[src/core/slc_pkg.sv]
package slc_pkg;

  // ---------------------------------------------------------------
  // word and latch selection
  // ---------------------------------------------------------------
  localparam int        SLC_WORD_W   = 24;
  localparam logic [1:0] SLC_SEL_CTRL = 2'h0;
  localparam logic [1:0] SLC_SEL_REF  = 2'h1;
  localparam logic [1:0] SLC_SEL_FB   = 2'h2;
  localparam logic [1:0] SLC_SEL_TEST = 2'h3;

  // ---------------------------------------------------------------
  // latch layouts, msb first
  // ---------------------------------------------------------------
  typedef struct packed {
    logic [1:0] rsv;
    logic       pdSyncSel;
    logic       pdArm;
    logic [2:0] pumpCurTwo;
    logic [2:0] pumpCurOne;
    logic [1:0] rfLevel;
    logic       muteUntilLock;
    logic       pumpGain;
    logic       pumpTristate;
    logic       detPolarity;
    logic [2:0] monitorSel;
    logic       counterClear;
    logic [1:0] coreBias;
    logic [1:0] latchSel;
  } slc_ctrl_t;

  typedef struct packed {
    logic [1:0]  rsv;
    logic [1:0]  bandClkDiv;
    logic        testFlag;
    logic        lockCount;
    logic [1:0]  pulseWidth;
    logic [13:0] refDiv;
    logic [1:0]  latchSel;
  } slc_ref_t;

  typedef struct packed {
    logic [1:0]  rsv;
    logic        pumpGain;
    logic [12:0] fbDiv;
    logic [5:0]  rsvLow;
    logic [1:0]  latchSel;
  } slc_fb_t;

  // analog-facing control word
  typedef struct packed {
    logic [2:0] pumpCurrent;
    logic       pumpTristate;
    logic       detPolarity;
    logic [1:0] rfLevel;
    logic       rfBiasOn;
    logic [1:0] coreBias;
    logic       refBufOn;
    logic [1:0] pulseWidth;
    logic [1:0] bandClkDiv;
  } slc_analog_t;

  // ---------------------------------------------------------------
  // reset values and counts
  // ---------------------------------------------------------------
  localparam logic [23:0] SLC_CTRL_RST     = 24'h000000;
  localparam logic [23:0] SLC_REF_RST      = 24'h000001;
  localparam logic [23:0] SLC_FB_RST       = 24'h000002;
  localparam logic [13:0] SLC_REF_MIN      = 14'h0001;
  localparam logic [12:0] SLC_FB_MIN       = 13'h0003;
  localparam logic [2:0]  SLC_LOCK_SHORT   = 3'h3;
  localparam logic [2:0]  SLC_LOCK_LONG    = 3'h5;
  localparam logic [1:0]  SLC_SYNC_PD_EDGE = 2'h2;

  // monitor pin selections
  localparam logic [2:0] SLC_MON_LOW  = 3'h0;
  localparam logic [2:0] SLC_MON_LOCK = 3'h1;
  localparam logic [2:0] SLC_MON_FB   = 3'h2;
  localparam logic [2:0] SLC_MON_REF  = 3'h4;
  localparam logic [2:0] SLC_MON_HIGH = 3'h7;

endpackage

[src/core/slc_latch_bank.sv]
`timescale 1ns/1ps
// Summary of operation
// - select bits 00 send the word to the control latch.
// - first control write powers the device up and starts bias settling.
// - enable pin low disables the device at once, whatever the soft bits.
// - arm bit 1 with sync select 0 powers down immediately.
// - both bits 1: power down on second reference tick after strobe rise.
// - power-down loads counters, tristates pump, resets lock, unbiases rf, stops buffer.
// - shift register keeps accepting and latching words while powered down.
// - current field one is bits 16..14, field two bits 19..17.
// - gain select 1 picks current two, 0 picks current one.
// - mute-until-lock keeps rf outputs off until lock is reported.
// - pump tristate bit 1 tristates the charge pump.
// - polarity bit 1 positive, 0 negative for inverting filters.
// - counter clear bit holds reference and feedback counters in reset.
// - core bias select drives the oscillator core current level.
// - feedback divider sets ratio 3 to 8191.
// - reference divider sets ratio 1 to 16383.
// - lock needs five good cycles with count select 1, three with 0.
// - the shifted 24-bit word moves to its latch on strobe rise.
module slc_latch_bank
  import slc_pkg::*;
(
  input  wire logic  ref_clk,
  input  wire logic  arst_n,
  input  wire logic  serClk,
  input  wire logic  serData,
  input  wire logic  loadStrobe,
  input  wire logic  chipEnable,
  input  wire logic  refIn,
  input  wire logic  fbIn,
  input  wire logic  phaseOk,
  input  wire logic  phaseBad,
  output slc_analog_t analogCtrl,
  output logic       powerDown,
  output logic       lockFlag,
  output logic       monitorOut
);

  // ---------------------------------------------------------------
  // pin sampling and edges
  // ---------------------------------------------------------------
  logic [6:0]  pinSync;
  logic        serClkS;
  logic        serDataS;
  logic        loadS;
  logic        ceS;
  logic        refInS;
  logic        fbInS;
  logic        phaseOkS;
  logic        phaseBadS;
  logic        serClkPrev_r;
  logic        loadPrev_r;
  logic        refInPrev_r;
  logic        fbInPrev_r;
  logic        serRise;
  logic        loadRise;
  logic        refEdge;
  logic        fbEdge;

  slc_sync #(.W(7)) u_sync (
    .ref_clk (ref_clk),
    .arst_n  (arst_n),
    .d       ({serClk, serData, loadStrobe, chipEnable, refIn, fbIn, phaseOk}),
    .q       (pinSync)
  );
  assign {serClkS, serDataS, loadS, ceS, refInS, fbInS, phaseOkS} = pinSync;

  // bad-phase flag shares the sampling depth of its partner
  logic phaseBadM_r;
  always_ff @(posedge ref_clk or negedge arst_n) begin
    if (!arst_n) begin
      phaseBadM_r <= 1'b0;
      phaseBadS   <= 1'b0;
    end else begin
      phaseBadM_r <= phaseBad;
      phaseBadS   <= phaseBadM_r;
    end
  end

  always_ff @(posedge ref_clk or negedge arst_n) begin
    if (!arst_n) begin
      serClkPrev_r <= 1'b0;
      loadPrev_r   <= 1'b0;
      refInPrev_r  <= 1'b0;
      fbInPrev_r   <= 1'b0;
    end else begin
      serClkPrev_r <= serClkS;
      loadPrev_r   <= loadS;
      refInPrev_r  <= refInS;
      fbInPrev_r   <= fbInS;
    end
  end

  assign serRise  = serClkS & ~serClkPrev_r;
  assign loadRise = loadS & ~loadPrev_r;
  assign refEdge  = refInS & ~refInPrev_r;
  assign fbEdge   = fbInS & ~fbInPrev_r;

  // ---------------------------------------------------------------
  // shift register and latches
  // ---------------------------------------------------------------
  logic [SLC_WORD_W-1:0] shiftReg_r;
  slc_ctrl_t             ctrl_r;
  slc_ref_t              refLatch_r;
  slc_fb_t               fbLatch_r;
  logic                  pumpGain_r;
  slc_ctrl_t             newCtrl;
  slc_fb_t               newFb;

  assign newCtrl = slc_ctrl_t'(shiftReg_r);
  assign newFb   = slc_fb_t'(shiftReg_r);

  // never gated by power-down so words still land
  always_ff @(posedge ref_clk or negedge arst_n) begin
    if (!arst_n) begin
      shiftReg_r <= '0;
    end else if (serRise) begin
      shiftReg_r <= {shiftReg_r[SLC_WORD_W-2:0], serDataS};
    end
  end

  always_ff @(posedge ref_clk or negedge arst_n) begin
    if (!arst_n) begin
      ctrl_r     <= slc_ctrl_t'(SLC_CTRL_RST);
      refLatch_r <= slc_ref_t'(SLC_REF_RST);
      fbLatch_r  <= slc_fb_t'(SLC_FB_RST);
    end else if (loadRise) begin
      unique case (shiftReg_r[1:0])
        SLC_SEL_CTRL: ctrl_r     <= slc_ctrl_t'(shiftReg_r);
        SLC_SEL_REF:  refLatch_r <= slc_ref_t'(shiftReg_r);
        SLC_SEL_FB:   fbLatch_r  <= slc_fb_t'(shiftReg_r);
        SLC_SEL_TEST: ;  // factory latch, ignored
      endcase
    end
  end

  // gain bit follows whichever latch wrote it last
  always_ff @(posedge ref_clk or negedge arst_n) begin
    if (!arst_n) begin
      pumpGain_r <= 1'b0;
    end else if (loadRise && shiftReg_r[1:0] == SLC_SEL_CTRL) begin
      pumpGain_r <= newCtrl.pumpGain;
    end else if (loadRise && shiftReg_r[1:0] == SLC_SEL_FB) begin
      pumpGain_r <= newFb.pumpGain;
    end
  end

  // ---------------------------------------------------------------
  // power state
  // ---------------------------------------------------------------
  logic       poweredUp_r;
  logic       swPd_r;
  logic       syncArm_r;
  logic [1:0] syncCnt_r;
  logic       pdActive;
  logic       ctrlWrite;
  logic       refTick;
  logic       fbTick;

  assign ctrlWrite = loadRise && shiftReg_r[1:0] == SLC_SEL_CTRL;
  assign pdActive  = !ceS || swPd_r || !poweredUp_r;

  always_ff @(posedge ref_clk or negedge arst_n) begin
    if (!arst_n) begin
      poweredUp_r <= 1'b0;
    end else if (ctrlWrite) begin
      poweredUp_r <= 1'b1;
    end
  end

  // sync mode waits for the pump to be between corrections
  always_ff @(posedge ref_clk or negedge arst_n) begin
    if (!arst_n) begin
      swPd_r    <= 1'b0;
      syncArm_r <= 1'b0;
      syncCnt_r <= '0;
    end else if (ctrlWrite) begin
      syncCnt_r <= '0;
      if (!newCtrl.pdArm) begin
        swPd_r    <= 1'b0;
        syncArm_r <= 1'b0;
      end else if (!newCtrl.pdSyncSel) begin
        swPd_r    <= 1'b1;
        syncArm_r <= 1'b0;
      end else begin
        syncArm_r <= 1'b1;
      end
    end else if (syncArm_r && refTick) begin
      if (syncCnt_r == SLC_SYNC_PD_EDGE - 2'h1) begin
        swPd_r    <= 1'b1;
        syncArm_r <= 1'b0;
      end else begin
        syncCnt_r <= syncCnt_r + 2'h1;
      end
    end
  end

  // ---------------------------------------------------------------
  // counters
  // ---------------------------------------------------------------
  logic [13:0] refRatio;
  logic [12:0] fbRatio;
  logic        cntLoad;

  assign refRatio = (refLatch_r.refDiv < SLC_REF_MIN) ? SLC_REF_MIN : refLatch_r.refDiv;
  assign fbRatio  = (fbLatch_r.fbDiv < SLC_FB_MIN) ? SLC_FB_MIN : fbLatch_r.fbDiv;
  assign cntLoad  = pdActive || ctrl_r.counterClear;

  slc_div_counter #(.W(14)) u_ref_div (
    .ref_clk (ref_clk),
    .arst_n  (arst_n),
    .inTick  (refEdge),
    .load    (cntLoad),
    .ratio   (refRatio),
    .outTick (refTick)
  );

  slc_div_counter #(.W(13)) u_fb_div (
    .ref_clk (ref_clk),
    .arst_n  (arst_n),
    .inTick  (fbEdge),
    .load    (cntLoad),
    .ratio   (fbRatio),
    .outTick (fbTick)
  );

  // divider outputs as half-rate levels for the monitor pin
  logic refLevel_r;
  logic fbLevel_r;
  always_ff @(posedge ref_clk or negedge arst_n) begin
    if (!arst_n) begin
      refLevel_r <= 1'b0;
      fbLevel_r  <= 1'b0;
    end else begin
      refLevel_r <= refLevel_r ^ refTick;
      fbLevel_r  <= fbLevel_r ^ fbTick;
    end
  end

  // ---------------------------------------------------------------
  // lock detect
  // ---------------------------------------------------------------
  logic [2:0] goodCnt_r;
  logic [2:0] lockTarget;

  assign lockTarget = refLatch_r.lockCount ? SLC_LOCK_LONG : SLC_LOCK_SHORT;

  always_ff @(posedge ref_clk or negedge arst_n) begin
    if (!arst_n) begin
      goodCnt_r <= '0;
      lockFlag  <= 1'b0;
    end else if (pdActive) begin
      goodCnt_r <= '0;
      lockFlag  <= 1'b0;
    end else if (refTick) begin
      if (phaseBadS) begin
        goodCnt_r <= '0;
        lockFlag  <= 1'b0;
      end else if (!lockFlag && phaseOkS) begin
        if (goodCnt_r + 3'h1 >= lockTarget) begin
          lockFlag <= 1'b1;
        end
        goodCnt_r <= goodCnt_r + 3'h1;
      end else if (!lockFlag) begin
        goodCnt_r <= '0;
      end
    end
  end

  // ---------------------------------------------------------------
  // analog controls and outputs
  // ---------------------------------------------------------------
  slc_analog_t analog_nxt;

  always_comb begin
    analog_nxt.pumpCurrent  = pumpGain_r ? ctrl_r.pumpCurTwo : ctrl_r.pumpCurOne;
    analog_nxt.pumpTristate = pdActive || ctrl_r.pumpTristate;
    analog_nxt.detPolarity  = ctrl_r.detPolarity;
    analog_nxt.rfLevel      = ctrl_r.rfLevel;
    analog_nxt.rfBiasOn     = !pdActive && !(ctrl_r.muteUntilLock && !lockFlag);
    analog_nxt.coreBias     = ctrl_r.coreBias;
    analog_nxt.refBufOn     = !pdActive;
    analog_nxt.pulseWidth   = refLatch_r.pulseWidth;
    analog_nxt.bandClkDiv   = refLatch_r.bandClkDiv;
  end

  always_ff @(posedge ref_clk or negedge arst_n) begin
    if (!arst_n) begin
      analogCtrl <= '{pumpTristate: 1'b1, default: '0}; // down in reset, pump parked
      powerDown  <= 1'b1;
    end else begin
      analogCtrl <= analog_nxt;
      powerDown  <= pdActive;
    end
  end

  // unlisted codes read low rather than float
  always_ff @(posedge ref_clk or negedge arst_n) begin
    if (!arst_n) begin
      monitorOut <= 1'b0;
    end else begin
      unique case (ctrl_r.monitorSel)
        SLC_MON_LOCK: monitorOut <= lockFlag;
        SLC_MON_FB:   monitorOut <= fbLevel_r;
        SLC_MON_REF:  monitorOut <= refLevel_r;
        SLC_MON_HIGH: monitorOut <= 1'b1;
        default:      monitorOut <= 1'b0;
      endcase
    end
  end
endmodule

[src/core/slc_sync.sv]
`timescale 1ns/1ps
module slc_sync
  import slc_pkg::*;
#(
  parameter int W = 1
) (
  input  wire logic         ref_clk,
  input  wire logic         arst_n,
  input  wire logic [W-1:0] d,
  output logic      [W-1:0] q
);
  logic [W-1:0] meta_r;

  // first stage feeds only the second
  always_ff @(posedge ref_clk or negedge arst_n) begin
    if (!arst_n) begin
      meta_r <= '0;
      q      <= '0;
    end else begin
      meta_r <= d;
      q      <= meta_r;
    end
  end
endmodule

[src/core/slc_div_counter.sv]
`timescale 1ns/1ps
module slc_div_counter
  import slc_pkg::*;
#(
  parameter int W = 14
) (
  input  wire logic         ref_clk,
  input  wire logic         arst_n,
  input  wire logic         inTick,
  input  wire logic         load,
  input  wire logic [W-1:0] ratio,
  output logic              outTick
);
  logic [W-1:0] cnt_r;

  // load state holds the count at the ratio and emits nothing
  always_ff @(posedge ref_clk or negedge arst_n) begin
    if (!arst_n) begin
      cnt_r   <= '0;
      outTick <= 1'b0;
    end else if (load) begin
      cnt_r   <= ratio;
      outTick <= 1'b0;
    end else if (inTick) begin
      if (cnt_r <= W'(1)) begin
        cnt_r   <= ratio;
        outTick <= 1'b1;
      end else begin
        cnt_r   <= cnt_r - W'(1);
        outTick <= 1'b0;
      end
    end else begin
      outTick <= 1'b0;
    end
  end
endmodule

[config.mk]
export PLATFORM = sky130hd
export DESIGN_NAME = slc_latch_bank
export DESIGN_NICKNAME = d
export VERILOG_FILES = /design/src/core/slc_pkg.sv /design/src/core/slc_latch_bank.sv /design/src/core/slc_sync.sv /design/src/core/slc_div_counter.sv
export SDC_FILE = /design/constraint.sdc
export NUM_CORES = 1
export LEC_CHECK = 0
export BUFFER_PORTS_ARGS = -buffer_cell sky130_fd_sc_hd__buf_4
export CAP_MARGIN = 20
export CORE_ASPECT_RATIO = 0.7
export CORE_MARGIN = 2
export CORE_UTILIZATION = 40
export DETAILED_ROUTE_END_ITERATION = 10
export GPL_TIMING_DRIVEN = 0
export REMOVE_ABC_BUFFERS = 1
export SYNTH_ARGS = -nofsm -noshare
export SYNTH_HDL_FRONTEND = slang
export SYNTH_HIERARCHICAL = 1
export SYNTH_SLANG_ARGS = --single-unit
[constraint.sdc]
create_clock -name ref_clk -period 3.5 [get_ports ref_clk]
set_input_delay 0.525 -clock ref_clk [delete_from_list [all_inputs] [get_ports ref_clk]]
set_output_delay 0.525 -clock ref_clk [all_outputs]
set_load 0.02 [all_outputs]
==> reports/qor.yml, run 1 <==
clkTransAtPathRegs_ns: 0.06
worstSetupStartpointType: "flip-flop"
wl_per_cell_um: 17.31
post_cts_resized: 0
stdcell_area_um2: 7388
worstSetupStartpoint: "swPd_r"
r2r_slack_ns: 0.72
synthFlopType: "dfrtp_1"
reg2reg_depth: 5
hold_path.class: "in -> async"
period_share_pct: 79.46
outcome: "finished clean"
h-tree-depth: 4
synth_cells: 525
clk_latency_ns: 0.42
synth_edf_count: 0
first_pass_iters: 5
cts_buffer_depth: 2
gp_congestion: 0.8618
grt_util_all_layers_pct: 15.89
cts_sinks: 149
fin_nets: 552
antenna_found_initial: 0
cts_inserted_buffers: 17
grt_pass1_vias: 4034
ys.warnings.count: 6
maxSlewHeadroom_pct: 37.33
seqCellArea_um2: 3731
fin_crit_ns: 2.781
dpl_cell_area_um2: 6790
maxCapViolCount: 0
multi_input_area_um2: 2485
core_area_um2: 15640
yosys.area_share.simple_pct: 13.88
io_buffer_count: 27
yosys.area.top_type: "dfrtp_1"
muxShareOfSynthArea_pct: 13.44
setup-tns-final_ns: 0
drv_slew: 0
synth_top_area_share_pct: 56.84
fmax_mhz: 359.6
path_cells: "nand3b_1 > or2_2 > a41oi_2 > or4b_1 > nand4_1"
cts_tree: "yes"
dp_hpwl_mm: 8.677
power.density_nw_per_um2: 794.2
grt_max_degree: 90
area_growth_pct: 14.17
drtAntennaViolNets: 0
die_w_um: 156.0
drc: 0
worstPathArrival_ns: 3.12
cp-end-kind: "flip-flop"
num_rows: 38
grt_setup_unrepaired: "false"
endpoint: "u_ref_div/cnt_r[9]"
drive_gt1_share_pct: 28.75
wirelength_mm: 12.91
root_buffer: "clkbuf_16"
fin_worst_skew_ns: 0.009371
slowest_stage: "a41oi_2"
synthTopCellsByArea: "dfrtp_1 (57%), mux2_2 (12%), clkbuf_1 (1.7%)"
synth_top_family_by_area: "simple AND/OR/NAND/NOR gates"
synth_fa_ha_area_share_pct: 1.547
max_slew.worst_pin.slew_ns: 0.9401
finalHoldViolations: 0
dp_slack_ns: 0.6572
critPathMaxStageDelay_ns: 0.80
layout_common_cells: "dfrtp_1 (147), mux2_2 (71), nand2_1 (29), buf_4 (27), nor2_1 (20)"
holdBufCountCts: 0
drtIter0Drc: 238
total_power_uw: 5868
ioPinCount: 28
irDropWorstVdd_uv: 326.6
setup_viol: 0
synth-async-reset-ratio_pct: 100.0
synth-seq-cells: 149
worstSetupPathType: "reg -> reg"
worstPathRequired_ns: 3.84
utilization_pct: 47.23
timing.rr.end: "u_ref_div/cnt_r[9]"
antennaDiodeCount: 0
avgViaCountPerCell: 5.421
num-fill-cells: 1373
synth_compound_area_share_pct: 8.952
synth.avg_cell_area_um2: 12.33
synth_cell_types: 70
grt_pass1_wl_mm: 21.34
final_common_cell: "dfrtp_1"
dieHeight_um: 110.4
dieArea_um2: 17230
fin_ws_ns: 0.7190
post-cts-setup-buffers: 0
r2r-start: "swPd_r"
synthXorXnorAreaFrac_pct: 0.5414
leakagePower_uw: 0.003347
initial_core_util_pct: 41.37
ys_seq_area_share_pct: 57.66
vias: 4044
cp_max_fo: 24
synth_area_um2: 6471
overflow: 0
-- cell usage after synthesis (8+ instances only) --
cell type / number
dfrtp_1: 147
mux2_2: 71
clkbuf_1: 30
nand2_1: 29
nor2_1: 20
nand3_1: 18
a21oi_1: 16
inv_1: 16
o21ai_0: 15
a2bb2oi_1: 9
nor2b_1: 9
ha_1: 8
-- cells by family (layout without fill, tap and decap cells) --
logic type      count (synthesis)  after routing
buf+inv                        58             79
flops                         149            149
fa+ha+maj                       8              8
compound gates                 81             81
xor+xnor                        4              4
simple gates                  147            147
mux                            78             78
-- report_power, final --
group          total (uW)  leakage, uW  switching [uW]  internal [uW]
logic                1440      0.00113             740            704
registers            2580      0.00193             433           2150
clock network        1840     0.000289             770           1070
total                5870      0.00335            1940           3920
-- critical path: cells and delay by family (launching register included) --
kind,cells,cell delay (ns)
AOI/OAI and AO/OA,1,0.80
DFF,1,0.38
and+or+nand+nor,4,1.52
-- cell type report --
class                   instances  share of cell area [%]
inverters                      17                  0.8637
multi-input cells             318                   33.63
clock buffers                  17                   5.758
well taps                     200                   3.387
clock inverters                14                   2.235
flip-flops and latches        149                   50.50
repair buffers                 31                   3.624
-- state kept, by name, indices dropped and copies added, names as in the netlist, 7 cells and up --
| name | count |
|---|---|
| u_sync/meta_r | 7 |
| newCtrl | 22 |
| u_ref_div/cnt_r | 14 |
| refLatch_r | 15 |
| u_fb_div/cnt_r | 13 |
| ctrl_r | 12 |
| fbLatch_r | 13 |
| u_sync/q | 7 |
| analogCtrl | 15 |
| analog_nxt | 9 |
-- worst min path at each step --
| stage | from | endpoint | cells past startpoint |
|---|---|---|---|
| CTS | arst_n | refInPrev_r | 1 |
| global placement | u_sync/meta_r[1] | u_sync/q[1] | 0 |
| global route | arst_n | u_ref_div/cnt_r[12] | 1 |
| detailed placement | u_sync/meta_r[4] | u_sync/q[4] | 0 |
| finish | arst_n | u_ref_div/cnt_r[7] | 1 |
| floorplan | arst_n | analogCtrl[0] | 0 |
-- metrics by stage --
step                instances  hold slack [ns]
floorplan                 484           0.2294
global placement          711           0.3331
detailed placement        714           0.3362
CTS                       745           0.1134
global route              746           0.1208
finish                    746          0.08045
-- routing by layer --
metal,track usage [%],wire [um],vias to the layer above
li1,-,-,1903
met1,24.47,6817,2069
met2,21.86,5498,63
met3,4.160,508,9
met4,4.587,86,0
met5,0,0,-
Note: power is estimated with default switching activity, not from simulation.
==> run 2: changes to the inputs <==
- clock period: 3.5 -> 2.5 ns (I/O delays scaled with it)
==> reports/qor.yml, run 2 (synthesis results as in run 1) <==
area_growth_pct: 14.85
holdPathEnd: "u_sync/meta_r[3]"
antennaDiodeCount: 0  # unchanged
die_w_um: 156.0  # unchanged
avgViaCountPerCell: 5.452  # +0.58%
h-tree-depth: 4  # unchanged
cp-end-kind: "flip-flop"
cts_tree: "yes"
first_pass_iters: 5  # unchanged
antenna_found_initial: 0  # unchanged
cts_sinks: 149  # unchanged
fin_worst_skew_ns: 0.009813  # +0.0004419 ns
slowest_stage: "or4_1"
worstPathArrival_ns: 2.66  # -0.46 ns
p_switching_uw: 2773  # +43%
reg2reg_depth: 5  # unchanged
worst_hold_slack_ns: 0.06225  # -0.01820 ns
power_frac_seq_pct: 43.7  # -0.3 points
cp_max_fo: 11  # -54%
place_inst: 714  # unchanged
io_buffer_count: 27  # unchanged
worstSetupStartpoint: "u_fb_div/cnt_r[3]"
worstSetupPathType: "reg -> reg"
largest_reg_flops: 22  # unchanged
p_int_uw: 5507  # +40%
leakagePower_uw: 0.003348  # about the same
max_slew.worst_pin.slew_ns: 0.8028  # -0.1373 ns
drc: 0  # unchanged
outcome: "finished clean"
grt_max_degree: 90  # unchanged
period_share_pct: 94.93  # +15 points
fin_nets: 553  # +0.18%
clk_latency_ns: 0.41  # about the same
fin_crit_ns: 2.373  # -0.4077 ns
final_common_cell: "dfrtp_1"
path_cells: "or4_1 > or3_4 > o21a_1 > and3_1 > a221o_1"
hold_path.class: "in -> reg"
clkPwrFrac_pct: 31.0  # -0.4 points
hp-start: "chipEnable"
critPathTopFamily: "simple AND/OR/NAND/NOR gates"
fmax_mhz: 421.4  # +17%
setup_viol: 0  # unchanged
maxCapViolCount: 0  # unchanged
r2r-start: "u_fb_div/cnt_r[3]"
drtIter0Drc: 241  # +1.3%
grt_pass1_wl_mm: 21.51  # +0.81%
vias: 4073  # +0.72%
dieHeight_um: 110.4  # unchanged
grt_pass1_vias: 4065  # +0.77%
post-cts-setup-buffers: 0  # unchanged
drive_gt1_share_pct: 29.07  # +0.31 points
core_area_um2: 15640  # unchanged
num-fill-cells: 1369  # -0.29%
timing.rr.end: "u_fb_div/cnt_r[4]"
fin_cells: 747  # +0.13%
worstSetupStartpointType: "flip-flop"
switching_share_pct: 33.49  # +0.37 points
initial_core_util_pct: 41.37  # unchanged
dieArea_um2: 17230  # unchanged
worstPathRequired_ns: 2.79  # -1.05 ns
p_comb_share_pct: 25.3  # +0.7 points
crit_buf_inv: 0  # unchanged
overflow: 0  # unchanged
wl_per_cell_um: 17.46  # +0.86%
r2r_slack_ns: 0.13  # -0.59 ns
root_buffer: "clkbuf_16"
min_path_cells: 1
layout_common_cells: "dfrtp_1 (147), mux2_2 (71), nand2_1 (29), buf_4 (26), nor2_1 (19)"
clkTransAtPathRegs_ns: 0.07  # about the same
utilization_pct: 47.51  # +0.28 points
ioPinCount: 28  # unchanged
critPathMaxStageDelay_ns: 0.56  # -0.24 ns
power.density_nw_per_um2: 1114  # +40%
finalHoldViolations: 0  # unchanged
wirelength_mm: 13.04  # +1.0%
irDropWorstVdd_uv: 448.7  # +37%
grt_util_all_layers_pct: 16.03  # +0.14 points
maxSlewHeadroom_pct: 46.37  # +9.0 points
gp_congestion: 0.8618  # unchanged
cts_inserted_buffers: 17  # unchanged
drtAntennaViolNets: 0  # unchanged
drv_slew: 0  # unchanged
cts_buffer_depth: 2  # unchanged
num_rows: 38  # unchanged
dp_hpwl_mm: 8.677  # unchanged
==> run 2: stage by stage <==
| stage | setup slack, ns | total power [uW] | area, um^2 | TNS, ns |
|---|---|---|---|---|
| finish | 0.1267 | 8281 | 7432 | 0 |
| global route | -0.001004 | 8761 | 7432 | -0.001004 |
| CTS | 0.1179 | 8324 | 7423 | 0 |
| detailed placement | -0.3428 | 5665 | 6790 | -2.357 |
| global placement | -0.2711 | 5571 | 6730 | -1.978 |
| floorplan | 0.2340 | 4975 | 6277 | 0 |
==> run 2: final cells by class <==
| type | count | area, um^2 | area share [%] |
|---|---|---|---|
| tap | 200 | 250.2 | 3.367 |
| multi-input combinational | 319 | 2522 | 33.94 |
| clock inverter | 14 | 165.2 | 2.222 |
| inverter | 17 | 67.56 | 0.9091 |
| sequential | 149 | 3731 | 50.20 |
| clock buffer | 17 | 425.4 | 5.724 |
| timing repair buffer | 31 | 270.3 | 3.636 |
==> run 2: worst max path at each step <==
stage	to	slack, ns	cells after the start
global route	u_ref_div/cnt_r[13]	-0.001	5
finish	u_fb_div/cnt_r[4]	0.13	5
global placement	u_ref_div/cnt_r[12]	-0.27	5
CTS	u_ref_div/cnt_r[7]	0.12	5
detailed placement	u_ref_div/cnt_r[9]	-0.34	5
floorplan	u_ref_div/cnt_r[12]	0.23	5
==> run 2: timing repair <==
item | in CTS | in global routing
gates cloned | 1 | 0
endpoints found under the setup margin | 11 | 5
pin swaps | 0 | 0
gates resized for setup | 3 | 2
hold buffers | 1 | 0
endpoints found under the hold margin | 60 | 0
==> run 2: power groups by stage <==
stage / Sequential [uW] / Clock, uW / Combinational [uW]
floorplan: 3520 / 0 / 1460
global placement: 3630 / 0 / 1940
detailed placement: 3650 / 0 / 2010
CTS: 3610 / 2620 / 2090
global route: 3710 / 2730 / 2310
finish: 3620 / 2570 / 2090
==> run 2: routing by layer <==
metal	vias to the layer above	global-route usage (%)	part of all wire (%)
met3	2	4.160	3.4
li1	1911	-	-
met2	72	22.06	44
met1	2088	24.65	53
met5	-	0	0
met4	0	4.771	0.28
